`config.mk`:
```
export PLATFORM = sky130hd
export DESIGN_NAME = pei_top
export DESIGN_NICKNAME = d
export VERILOG_FILES = /design/src/rtl/pei_pkg.sv /design/src/rtl/pei_top.sv /design/src/rtl/pei_sync.sv /design/src/rtl/pei_sat_counter.sv
export SDC_FILE = /design/constraint.sdc
export NUM_CORES = 1
export LEC_CHECK = 0
export BUFFER_PORTS_ARGS = -buffer_cell sky130_fd_sc_hd__buf_2
export CAP_MARGIN = 10
export CORE_UTILIZATION = 40
export CTS_BUF_LIST = sky130_fd_sc_hd__clkbuf_16
export DETAILED_ROUTE_END_ITERATION = 8
export PLACE_DENSITY_LB_ADDON = 0.08
export SYNTH_ARGS = -nofsm -noshare
export SYNTH_HDL_FRONTEND = slang
export SYNTH_HIERARCHICAL = 1
export SYNTH_SLANG_ARGS = --single-unit
```
`constraint.sdc`:
```
create_clock -name mclk_i -period 2.8 [get_ports mclk_i]
set_input_delay 0.28 -clock mclk_i [delete_from_list [all_inputs] [get_ports mclk_i]]
set_output_delay 0.28 -clock mclk_i [all_outputs]
set_load 0.01 [all_outputs]
```
`src/rtl/pei_pkg.sv`:
```
// Register map, field layout and reset values of the PHY event interrupt block
package pei_pkg;
  localparam int ADDR_W = 8;
  localparam int DATA_W = 32;
  localparam int REG_W = 16;
  localparam int CNT_W = 8;

  localparam logic [7:0] OFS_IRQ_CTL = 8'hC4;
  localparam logic [7:0] OFS_IRQ_STAT = 8'hC8;
  localparam logic [7:0] OFS_FC_CNT = 8'hD0;
  localparam logic [7:0] OFS_RX_CNT = 8'hD4;
  localparam logic [7:0] OFS_PCS = 8'hD8;

  localparam int CTL_TEST_BIT = 0;
  localparam int CTL_EVEN_BIT = 1;
  localparam logic [1:0] CTL_RST = 2'h0;

  localparam int STAT_PEND_BIT = 15;
  localparam int STAT_MASK_LO = 9;
  localparam int STAT_MASK_HI = 14;
  localparam int NUM_EV = 6;
  localparam logic [5:0] MASK_RST = 6'h00;
  // Event index inside the mask field, highest bit first
  localparam int EV_LINK = 5;
  localparam int EV_JAB = 4;
  localparam int EV_RF = 3;
  localparam int EV_ANC = 2;
  localparam int EV_FCH = 1;
  localparam int EV_RXH = 0;

  localparam logic [7:0] CNT_RST = 8'h00;

  localparam int PCS_BLK_BIT = 12;
  localparam int PCS_FREE_BIT = 11;
  localparam int PCS_TQ_BIT = 10;
  localparam int PCS_SDF_BIT = 9;
  localparam int PCS_SDA_BIT = 8;
  localparam int PCS_FLNK_BIT = 5;
  localparam int PCS_LINE_BIT = 2;
  localparam logic [15:0] PCS_WMASK = 16'h1F24;
  localparam logic [15:0] PCS_RST = 16'h0100;
endpackage : pei_pkg

```
`src/rtl/pei_top.sv`:
```
// PHY event interrupt, error counters and PCS configuration with Avalon-MM slave
`timescale 1ns/100ps
module pei_top #(
  parameter int CNT_W = pei_pkg::CNT_W
) (
  input wire logic mclk_i,                    // 100 MHz clock
  input wire logic rst_i,                     // Async reset, high
  input wire logic ce_i,                      // Clock enable, freezes all state
  input wire logic [7:0] avs_address_i,       // Byte address
  input wire logic avs_read_i,                // Read request
  input wire logic avs_write_i,               // Write request
  input wire logic [31:0] avs_writedata_i,    // Write data
  input wire logic [3:0] avs_byteenable_i,    // Byte lanes
  output logic [31:0] avs_readdata_o,         // Read data
  output logic avs_waitrequest_o,             // Stall
  input wire logic link_status_i,             // Link up level
  input wire logic jabber_i,                  // Jabber level
  input wire logic remote_fault_i,            // Remote fault level
  input wire logic autoneg_done_i,            // Autoneg complete level
  input wire logic false_carrier_i,           // One pulse per false carrier
  input wire logic carrier_i,                 // Valid carrier level
  input wire logic symbol_error_i,            // Invalid data symbol pulse
  input wire logic collision_i,               // Collision level
  input wire logic mac_fast_link_override_i,  // MAC forced fast link, async
  output logic irq_pending_o,                 // PHY interrupt to top status
  output logic block_code_skip_o,             // Bypass block coder
  output logic rx_clk_free_run_o,             // Free-running receive clock
  output logic tx_true_quiet_o,               // True quiet transmit
  output logic signal_detect_override_o,      // Force signal detect
  output logic signal_detect_algorithm_sel_o, // Enhanced detect algorithm
  output logic fast_link_good_o,              // Forced good fast link
  output logic line_code_skip_o               // Bypass line coding
);
  typedef struct packed {
    logic [1:0] ctl;
    logic [pei_pkg::NUM_EV-1:0] mask;
    logic pend;
    logic [15:0] pcs;
    logic ack;
    logic [31:0] rdata;
    logic link_d;
    logic jab_d;
    logic rf_d;
    logic anc_d;
    logic carr_d;
    logic err_seen;
    logic coll_seen;
    logic fast_link;
  } pei_state_t;

  pei_state_t st_reg;
  pei_state_t st_next;

  logic req;
  logic rd_snap;
  logic rd_done;
  logic wr_go;
  logic sel_ctl;
  logic sel_stat;
  logic sel_fc;
  logic sel_rx;
  logic sel_pcs;
  logic [15:0] wmask;
  logic [15:0] wval;
  logic [CNT_W-1:0] fc_cnt;
  logic [CNT_W-1:0] rx_cnt;
  logic fc_half;
  logic rx_half;
  logic rx_inc;
  logic mac_link;
  logic [pei_pkg::NUM_EV-1:0] ev;
  logic ev_hit;
  logic [15:0] rd_val;

  // Request stalls exactly one cycle; reads are committed at the first edge
  assign req = avs_read_i | avs_write_i;
  assign avs_waitrequest_o = req & ~st_reg.ack;
  assign rd_snap = ce_i & avs_read_i & ~st_reg.ack;
  assign rd_done = ce_i & avs_read_i & st_reg.ack;
  assign wr_go = ce_i & avs_write_i & st_reg.ack;

  assign sel_ctl = avs_address_i == pei_pkg::OFS_IRQ_CTL;
  assign sel_stat = avs_address_i == pei_pkg::OFS_IRQ_STAT;
  assign sel_fc = avs_address_i == pei_pkg::OFS_FC_CNT;
  assign sel_rx = avs_address_i == pei_pkg::OFS_RX_CNT;
  assign sel_pcs = avs_address_i == pei_pkg::OFS_PCS;

  // Upper half-word lanes hold nothing, only lanes 0 and 1 matter
  assign wmask = {{8{avs_byteenable_i[1]}}, {8{avs_byteenable_i[0]}}};
  assign wval = avs_writedata_i[15:0];

  // Bad symbol counted at carrier end, so a late collision still vetoes it
  assign rx_inc = st_reg.carr_d & ~carrier_i & st_reg.err_seen
                  & ~st_reg.coll_seen & ~collision_i;

  pei_sync u_mac_sync (
    .mclk_i(mclk_i),
    .rst_i(rst_i),
    .ce_i(ce_i),
    .d_i(mac_fast_link_override_i),
    .q_o(mac_link)
  );

  pei_sat_counter #(.W(CNT_W)) u_fc_cnt (
    .mclk_i(mclk_i),
    .rst_i(rst_i),
    .ce_i(ce_i),
    .inc_i(false_carrier_i),
    .clr_i(rd_snap & sel_fc),
    .wr_i(wr_go & sel_fc & avs_byteenable_i[0]),
    .wdata_i(wval[CNT_W-1:0]),
    .cnt_o(fc_cnt),
    .half_o(fc_half)
  );

  pei_sat_counter #(.W(CNT_W)) u_rx_cnt (
    .mclk_i(mclk_i),
    .rst_i(rst_i),
    .ce_i(ce_i),
    .inc_i(rx_inc),
    .clr_i(rd_snap & sel_rx),
    .wr_i(wr_go & sel_rx & avs_byteenable_i[0]),
    .wdata_i(wval[CNT_W-1:0]),
    .cnt_o(rx_cnt),
    .half_o(rx_half)
  );

  // Event sources, one bit per mask position
  always_comb begin
    ev = '0;
    ev[pei_pkg::EV_LINK] = link_status_i ^ st_reg.link_d;
    ev[pei_pkg::EV_JAB] = jabber_i & ~st_reg.jab_d;
    ev[pei_pkg::EV_RF] = remote_fault_i & ~st_reg.rf_d;
    ev[pei_pkg::EV_ANC] = autoneg_done_i & ~st_reg.anc_d;
    ev[pei_pkg::EV_FCH] = fc_half;
    ev[pei_pkg::EV_RXH] = rx_half;
  end

  assign ev_hit = st_reg.ctl[pei_pkg::CTL_EVEN_BIT]
                  & |(ev & ~st_reg.mask);

  // Read mux; unmapped offsets read zero
  always_comb begin
    rd_val = 16'h0000;
    if (sel_ctl) begin
      rd_val[1:0] = st_reg.ctl;
    end else if (sel_stat) begin
      rd_val[pei_pkg::STAT_PEND_BIT] = st_reg.pend;
      rd_val[pei_pkg::STAT_MASK_HI:pei_pkg::STAT_MASK_LO] = st_reg.mask;
    end else if (sel_fc) begin
      rd_val[CNT_W-1:0] = fc_cnt;
    end else if (sel_rx) begin
      rd_val[CNT_W-1:0] = rx_cnt;
    end else if (sel_pcs) begin
      rd_val = st_reg.pcs;
    end
  end

  always_comb begin
    st_next = st_reg;
    st_next.ack = req & ~st_reg.ack;
    st_next.link_d = link_status_i;
    st_next.jab_d = jabber_i;
    st_next.rf_d = remote_fault_i;
    st_next.anc_d = autoneg_done_i;
    st_next.carr_d = carrier_i;
    st_next.fast_link = st_reg.pcs[pei_pkg::PCS_FLNK_BIT] | mac_link;

    if (carrier_i && !st_reg.carr_d) begin
      st_next.err_seen = symbol_error_i;
      st_next.coll_seen = collision_i;
    end else if (carrier_i) begin
      st_next.err_seen = st_reg.err_seen | symbol_error_i;
      st_next.coll_seen = st_reg.coll_seen | collision_i;
    end else begin
      st_next.err_seen = 1'b0;
      st_next.coll_seen = 1'b0;
    end

    if (rd_snap) begin
      st_next.rdata = {16'h0000, rd_val};
    end

    if (wr_go && sel_ctl) begin
      st_next.ctl = (st_reg.ctl & ~wmask[1:0]) | (wval[1:0] & wmask[1:0]);
    end
    if (wr_go && sel_stat) begin
      st_next.mask = (st_reg.mask & ~wmask[pei_pkg::STAT_MASK_HI:pei_pkg::STAT_MASK_LO])
                     | (wval[pei_pkg::STAT_MASK_HI:pei_pkg::STAT_MASK_LO]
                     & wmask[pei_pkg::STAT_MASK_HI:pei_pkg::STAT_MASK_LO]);
    end
    if (wr_go && sel_pcs) begin
      // Only the documented configuration bits can be written
      st_next.pcs = (st_reg.pcs & ~(wmask & pei_pkg::PCS_WMASK))
                    | (wval & wmask & pei_pkg::PCS_WMASK);
    end

    // Read of the status clears pending; a new set in that cycle wins
    if (rd_snap && sel_stat) begin
      st_next.pend = 1'b0;
    end
    if (ev_hit) begin
      st_next.pend = 1'b1;
    end
    if (rd_done && st_reg.ctl[pei_pkg::CTL_TEST_BIT]) begin
      st_next.pend = 1'b1;
    end
  end

  always_ff @(posedge mclk_i or posedge rst_i) begin
    if (rst_i) begin
      st_reg <= '0;
      st_reg.ctl <= pei_pkg::CTL_RST;
      st_reg.mask <= pei_pkg::MASK_RST;
      st_reg.pcs <= pei_pkg::PCS_RST;
    end else if (ce_i) begin
      st_reg <= st_next;
    end
  end

  assign avs_readdata_o = st_reg.rdata;
  assign irq_pending_o = st_reg.pend;
  assign block_code_skip_o = st_reg.pcs[pei_pkg::PCS_BLK_BIT];
  assign rx_clk_free_run_o = st_reg.pcs[pei_pkg::PCS_FREE_BIT];
  assign tx_true_quiet_o = st_reg.pcs[pei_pkg::PCS_TQ_BIT];
  assign signal_detect_override_o = st_reg.pcs[pei_pkg::PCS_SDF_BIT];
  assign signal_detect_algorithm_sel_o = st_reg.pcs[pei_pkg::PCS_SDA_BIT];
  assign fast_link_good_o = st_reg.fast_link;
  assign line_code_skip_o = st_reg.pcs[pei_pkg::PCS_LINE_BIT];
endmodule : pei_top

```
`src/rtl/pei_sync.sv`:
```
// Three-stage input synchroniser with agreement filter
`timescale 1ns/100ps
module pei_sync (
  input wire logic mclk_i, // Clock
  input wire logic rst_i,  // Async reset, high
  input wire logic ce_i,   // Clock enable
  input wire logic d_i,    // Asynchronous level
  output logic q_o         // Filtered level
);
  typedef struct packed {
    logic s1;
    logic s2;
    logic s3;
    logic q;
  } pei_sync_t;

  pei_sync_t st_reg;
  pei_sync_t st_next;

  always_comb begin
    st_next = st_reg;
    st_next.s1 = d_i;
    st_next.s2 = st_reg.s1;
    st_next.s3 = st_reg.s2;
    // Stage one feeds only stage two; later stages vote
    if (st_reg.s2 == st_reg.s3) begin
      st_next.q = st_reg.s3;
    end
  end

  always_ff @(posedge mclk_i or posedge rst_i) begin
    if (rst_i) begin
      st_reg <= '0;
    end else if (ce_i) begin
      st_reg <= st_next;
    end
  end

  assign q_o = st_reg.q;
endmodule : pei_sync

```
`src/rtl/pei_sat_counter.sv`:
```
// Saturating clear-on-read event counter with half-full detect
`timescale 1ns/100ps
module pei_sat_counter #(
  parameter int W = 8
) (
  input wire logic mclk_i,          // Clock
  input wire logic rst_i,           // Async reset, high
  input wire logic ce_i,            // Clock enable
  input wire logic inc_i,           // Count one event
  input wire logic clr_i,           // Clear, read side effect
  input wire logic wr_i,            // Software load
  input wire logic [W-1:0] wdata_i, // Load value
  output logic [W-1:0] cnt_o,       // Current count
  output logic half_o               // Pulse on entering half-full
);
  typedef struct packed {
    logic [W-1:0] cnt;
    logic msb_d;
  } pei_cnt_t;

  pei_cnt_t st_reg;
  pei_cnt_t st_next;

  always_comb begin
    st_next = st_reg;
    st_next.msb_d = st_reg.cnt[W-1];
    if (wr_i) begin
      st_next.cnt = wdata_i;
    end else if (clr_i) begin
      // Increment in the clearing cycle survives
      st_next.cnt = inc_i ? W'(1) : '0;
    end else if (inc_i && st_reg.cnt != {W{1'b1}}) begin
      st_next.cnt = st_reg.cnt + W'(1);
    end
  end

  always_ff @(posedge mclk_i or posedge rst_i) begin
    if (rst_i) begin
      st_reg <= '0;
    end else if (ce_i) begin
      st_reg <= st_next;
    end
  end

  assign cnt_o = st_reg.cnt;
  assign half_o = ce_i & st_reg.cnt[W-1] & ~st_reg.msb_d;
endmodule : pei_sat_counter

```
==> out/metrics.cfg, run 1 <==
[worst_setup_path]
r2r_setup_slack_ps = 480
worst_r2r_startpoint = st_reg[40]
cp-start-kind = register
crit_buf_inv = 0
crit_path_frequent_cell = nor2_1
cp_top_family = simple AND/OR/NAND/NOR gates
crit_type = reg -> reg
cp_cell_sequence = and3b_1 -> nand3_2 -> nor2_1 -> and2_1 -> nor2_1 -> a41oi_1 -> o21ai_1 -> o211a_1
max_stage_delay_ps = 420
cp.required_ps = 3010
cp.depth = 8
crit_end = u_rx_cnt/cnt_o[7]
r2r_cells = 8
end_kind = register
worstSetupStartpoint = st_reg[40]
crit_fanout = 7
worst_r2r_endpoint = u_rx_cnt/cnt_o[7]
slowest_stage = dfrtp_1
cp.arrival_ps = 2540

[yosys]
ys_seq_elements = 63
ys_warn_count = 6
avgSynthCellArea_um2 = 9.956
synthXorXnorAreaFrac = 0.002346
ys.flop_type = dfrtp_1
synth_edf_count = 0
synth_compound_area_frac = 0.1595
muxShareOfSynthArea = 0.08814
synth_top_family_by_area = simple AND/OR/NAND/NOR gates
synthCells = 375
synthAdderAreaFrac = 0.006702
ys_seq_area_frac = 0.4226
synth_simple_gate_area_share = 0.1940
syn-cell-area_um2 = 3734
synthArstFlopShare = 1.000
synthDistinctLibCells = 58

[floorplanning]
die_x_um = 98.61
ios = 99
core_area_um2 = 8891
row_count = 34
dieArea_um2 = 9724
start_util = 0.4199
die_h_um = 98.61

[layout]
drive_gt1_frac = 0.3190
final_cell_mix = buf_2, dfrtp_1, nand2_1, mux2_2, inv_1
synthToLayoutAreaGrowth_pct = 13.14
antenna_cells = 0
final_nets = 475
final_common_cell = buf_2
final_cell_count_no_fill = 528

[drt]
ant_nets = 0
wl_per_cell_um = 17.24
vias = 2888
drt_iter0_drc = 122
wl_um = 9103
firstDrtPassIters = 4
drc = 0
via_per_inst = 5.470

[power]
seqPwrFrac = 0.404
switching_share = 0.2710
netSwitchingPower_mw = 0.7213
vdd.ir_drop.worst_v = 0.0002889
p_leak_nw = 2.043
p_clk_frac = 0.456
internal_power_mw = 1.940
comb_power_share = 0.140
power.density_nw_per_um2 = 630.1

[job]
max-cap-violations = 0

[sta]
slew_headroom = 0.6303
worst_pin_slew_ps = 552.5
layout_setup_ws_ps = 478.5
maxSlewViolCount = 0
setup_violations = 0
timing.final.crit_share = 0.8291
rsz0062_at_grt = false
clock_skew_ps = 5.610
fmax_mhz = 430.8
hold_viol = 0
finalSetupTns_ps = 0
min_period_ps = 2321

[worst_hold_path]
hold_path.class = in -> reg
hold_start = mac_fast_link_override_i

[clock_tree]
cts_made_buffers = 9
clk_pin_slew_worst_paths_ps = 60
htreeDepth = 3
clkSinkCount = 63
clock_latency_ps = 330
ctsResizeCount = 0
cts_max_path_buffers = 2
cts_setup_buffers = 0
cts_tree = done
cts_root_buf = clkbuf_16

[place]
dp_slack_ps = 487.3
gp_congestion = 0.8286
dp_hpwl_um = 6666
numPortBuffers = 63
dp.cells = 511

[global_route]
grt_pass1_wl_um = 15220
grt_pass1_vias = 2844
antenna_found_initial = 0
overflow = 0
grt_usage = 0.2033
grt_max_degree = 42

[status]
status = finished, final reports clean

## final cells by class
class | instances | area (um^2)
Clock buffer | 9 | 225.2
Clock inverter | 7 | 97.59
Fill cell | 886 | 4667
Inverter | 18 | 67.56
Multi-Input combinational cell | 252 | 1743
Sequential cell | 63 | 1578
Tap cell | 108 | 135.1
Timing Repair Buffer | 71 | 377.9
## worst min path at each step
stage | cells past startpoint | slack (ps) | to
floorplan | 1 | 50 | u_mac_sync/q_o
global placement | 2 | 200 | u_mac_sync/st_next[2]
detailed placement | 2 | 200 | u_mac_sync/q_o
CTS | 2 | 180 | u_mac_sync/st_next[2]
global route | 2 | 180 | register
finish | 2 | 180 | u_mac_sync/st_next[2]
## kinds of logic after synthesis
family	Yosys count
and+or+nand+nor	124
AOI/OAI and AO/OA	80
buffers and inverters	75
DFF	63
muxes	29
adders and majority gates	2
other	1
xor gates and xnor gates	1
## per-layer routing
metal	vias up	routed length [um]	track usage
li1	1392	-	-
met1	1399	4649	0.2948
met2	86	3853	0.2969
met3	11	464	0.04823
met4	0	136	0.06889
met5	-	0	0
## cells in the mapped netlist, types with 3 or more instances
cell,n,area share
o22ai_1,4,0.0067
a41oi_1,3,0.0070
o211a_1,6,0.016
clkbuf_1,7,0.0070
a32o_1,4,0.011
a221o_1,4,0.011
nor3b_1,4,0.0080
nand4_1,8,0.013
nor2_1,17,0.017
and4_1,5,0.012
a21oi_1,16,0.021
nand3_2,4,0.011
nand2_1,37,0.037
mux2i_1,4,0.011
mux2_2,23,0.069
nand2b_1,3,0.0050
dfrtp_1,62,0.42
nor3_1,8,0.011
o2bb2ai_1,3,0.0070
and2_1,3,0.0050
buf_4,50,0.10
o21ai_0,11,0.015
nand3_1,11,0.015
inv_1,18,0.018
a22o_1,10,0.023
o211ai_1,3,0.0060
## power by group through the flow
| stage | registers [mW] | clock network [mW] | logic [mW] |
|---|---|---|---|
| floorplan | 1.06 | 0 | 0.329 |
| global placement | 1.09 | 0 | 0.365 |
| detailed placement | 1.09 | 0 | 0.371 |
| CTS | 1.07 | 1.23 | 0.375 |
| global route | 1.09 | 1.28 | 0.425 |
| finish | 1.07 | 1.21 | 0.373 |
## what timing repair did
action                     in CTS  in global routing
setup endpoints to repair       0                  0
hold endpoints to repair       22                  0
hold buffers                    1                  0
## stage by stage
stage / area (um^2) / total power, mW / util / hold slack, ps
6_report: 4224 / 2.662 / 0.4751 / 184.9
5_1_grt: 4224 / 2.793 / 0.4751 / 176.6
4_1_cts: 4224 / 2.682 / 0.4751 / 175.2
3_5_place_dp: 3891 / 1.461 / 0.4377 / 202.4
3_3_place_gp: 3891 / 1.451 / 0.4377 / 197.4
2_1_floorplan: 3790 / 1.393 / - / 46.08
Power figures use the tool's default switching activity.
==> inputs of run 2 (changes only) <==
- clock period: 2.8 -> 1.98 ns (I/O delays scaled with it)
==> out/metrics.cfg, run 2 (synthesis results as in run 1) <==
[place]
placed_cell_area_um2 = 4061
gp_congestion = 0.8573
dp_hpwl_um = 6820
numPortBuffers = 63

[power]
power_mw = 3.659
power.density_nw_per_um2 = 832.8
p_leak_nw = 2.133
vdd.ir_drop.worst_v = 0.0004048

[clock_tree]
cts_max_path_buffers = 2
cts_made_buffers = 9
cts_tree = done
cts_root_buf = clkbuf_16
htreeDepth = 3
clock_latency_ps = 320
clk_pin_slew_worst_paths_ps = 60
clkSinkCount = 63
cts_setup_buffers = 0

[global_route]
grt_max_degree = 42
grt_usage = 0.2027
grt_pass1_vias = 2924
overflow = 0
antenna_found_initial = 0
grt_pass1_wl_um = 15300

[layout]
synthToLayoutAreaGrowth_pct = 17.69
final_cell_mix = buf_2, dfrtp_1, nand2_1, buf_4, mux2_2
final_common_cell = buf_2
design_area_um2 = 4394
final_nets = 495
drive_gt1_frac = 0.3682
antenna_cells = 0

[floorplanning]
ios = 99
row_count = 34
die_h_um = 98.61
die_x_um = 98.61
start_util = 0.4199
core_area_um2 = 8891
dieArea_um2 = 9724

[worst_setup_path]
worst_r2r_startpoint = st_reg[40]
end_kind = register
worstSetupStartpoint = st_reg[40]
cp.arrival_ps = 2130
crit_buf_inv = 0
slowest_stage = dfrtp_1
cp.required_ps = 2190
crit_type = reg -> reg
cp_top_family = simple AND/OR/NAND/NOR gates
cp_cell_sequence = and3b_2 -> nand3_2 -> or2_4 -> nor2_4 -> nor3_1 -> a32o_2 -> a22o_1
max_stage_delay_ps = 370
crit_fanout = 6
cp-start-kind = register
r2r_setup_slack_ps = 60

[drt]
vias = 2957
wl_um = 9171
drt_iter0_drc = 136
wl_per_cell_um = 16.74
firstDrtPassIters = 4
ant_nets = 0
via_per_inst = 5.396
drc = 0

[sta]
worst_pin_slew_ps = 537.7
clock_skew_ps = 6.364
setup_violations = 0
maxSlewViolCount = 0
finalSetupTns_ps = 0
min_period_ps = 1919
fmax_mhz = 521.0
slew_headroom = 0.6415
timing.final.crit_share = 0.9694
hold_viol = 0

[worst_hold_path]
hold_path.class = in -> reg
hold_start = mac_fast_link_override_i

[status]
status = finished, final reports clean

[job]
max-cap-violations = 0

## run 2: metal layers
| metal | vias up | part of all wire | wire length, um | GRT usage |
|---|---|---|---|---|
| met3 | 4 | 0.049 | 453 | 0.03475 |
| li1 | 1423 | - | - | - |
| met4 | 0 | 0.0046 | 42 | 0.05281 |
| met1 | 1451 | 0.49 | 4506 | 0.2978 |
| met2 | 79 | 0.45 | 4169 | 0.3093 |
| met5 | - | 0 | 0 | 0 |
## run 2: layout make-up
class	count	area (um^2)
fillers	857	4497
multi-input cells	252	1783
flip-flops and latches	63	1578
repair buffers	91	540.5
clock buffers	9	225.2
well taps	108	135.1
inverters	18	67.56
clock inverters	7	65.06
## run 2: worst register-to-register path, cell delays in order (launching register included)
cell and delay [ps]:
dfrtp_1 370, and3b_2 250, nand3_2 120, or2_4 270, nor2_4 220, nor3_1 90, a32o_2 260, a22o_1 220
## run 2: path summary, 6_finish.rpt
| kind | to | cells after the start |
|---|---|---|
| max | u_fc_cnt/cnt_o[6] | 7 |
| min | u_mac_sync/st_next[2] | 2 |
| max reg2reg | u_fc_cnt/cnt_o[6] | 7 |
| min reg2reg | st_reg[2] | 1 |
| max in group asynchronous | async pin | 4 |
| min in group asynchronous | u_mac_sync/st_next[2] | 3 |
## run 2: metrics by stage
| step | util | std cells | worst slack, ps | hold WS (ps) |
|---|---|---|---|---|
| after CTS | 0.4917 | 548 | 9.522 | 99.71 |
| after floorplan | - | 390 | 10.06 | -35.92 |
| after detailed placement | 0.4568 | 531 | -36.51 | 134.6 |
| after global placement | 0.4568 | 531 | -43.20 | 131.5 |
| after global routing | 0.4942 | 548 | -6.970 | 102.4 |
| final | 0.4942 | 548 | 60.53 | 105.2 |
## run 2: repair_timing
item                                   CTS  global route
resized for setup                        2             9
endpoints found under the hold margin   22             0
pin swaps                                0             2
hold buffers                             1             0
setup endpoints to repair                7            10
cloned                                   0             0
## run 2: power by group
| group | leakage, nW | internal [mW] | switching [mW] |
|---|---|---|---|
| clock | 0.142 | 0.964 | 0.565 |
| sequential | 0.833 | 1.39 | 0.0827 |
| combinational | 1.16 | 0.314 | 0.342 |
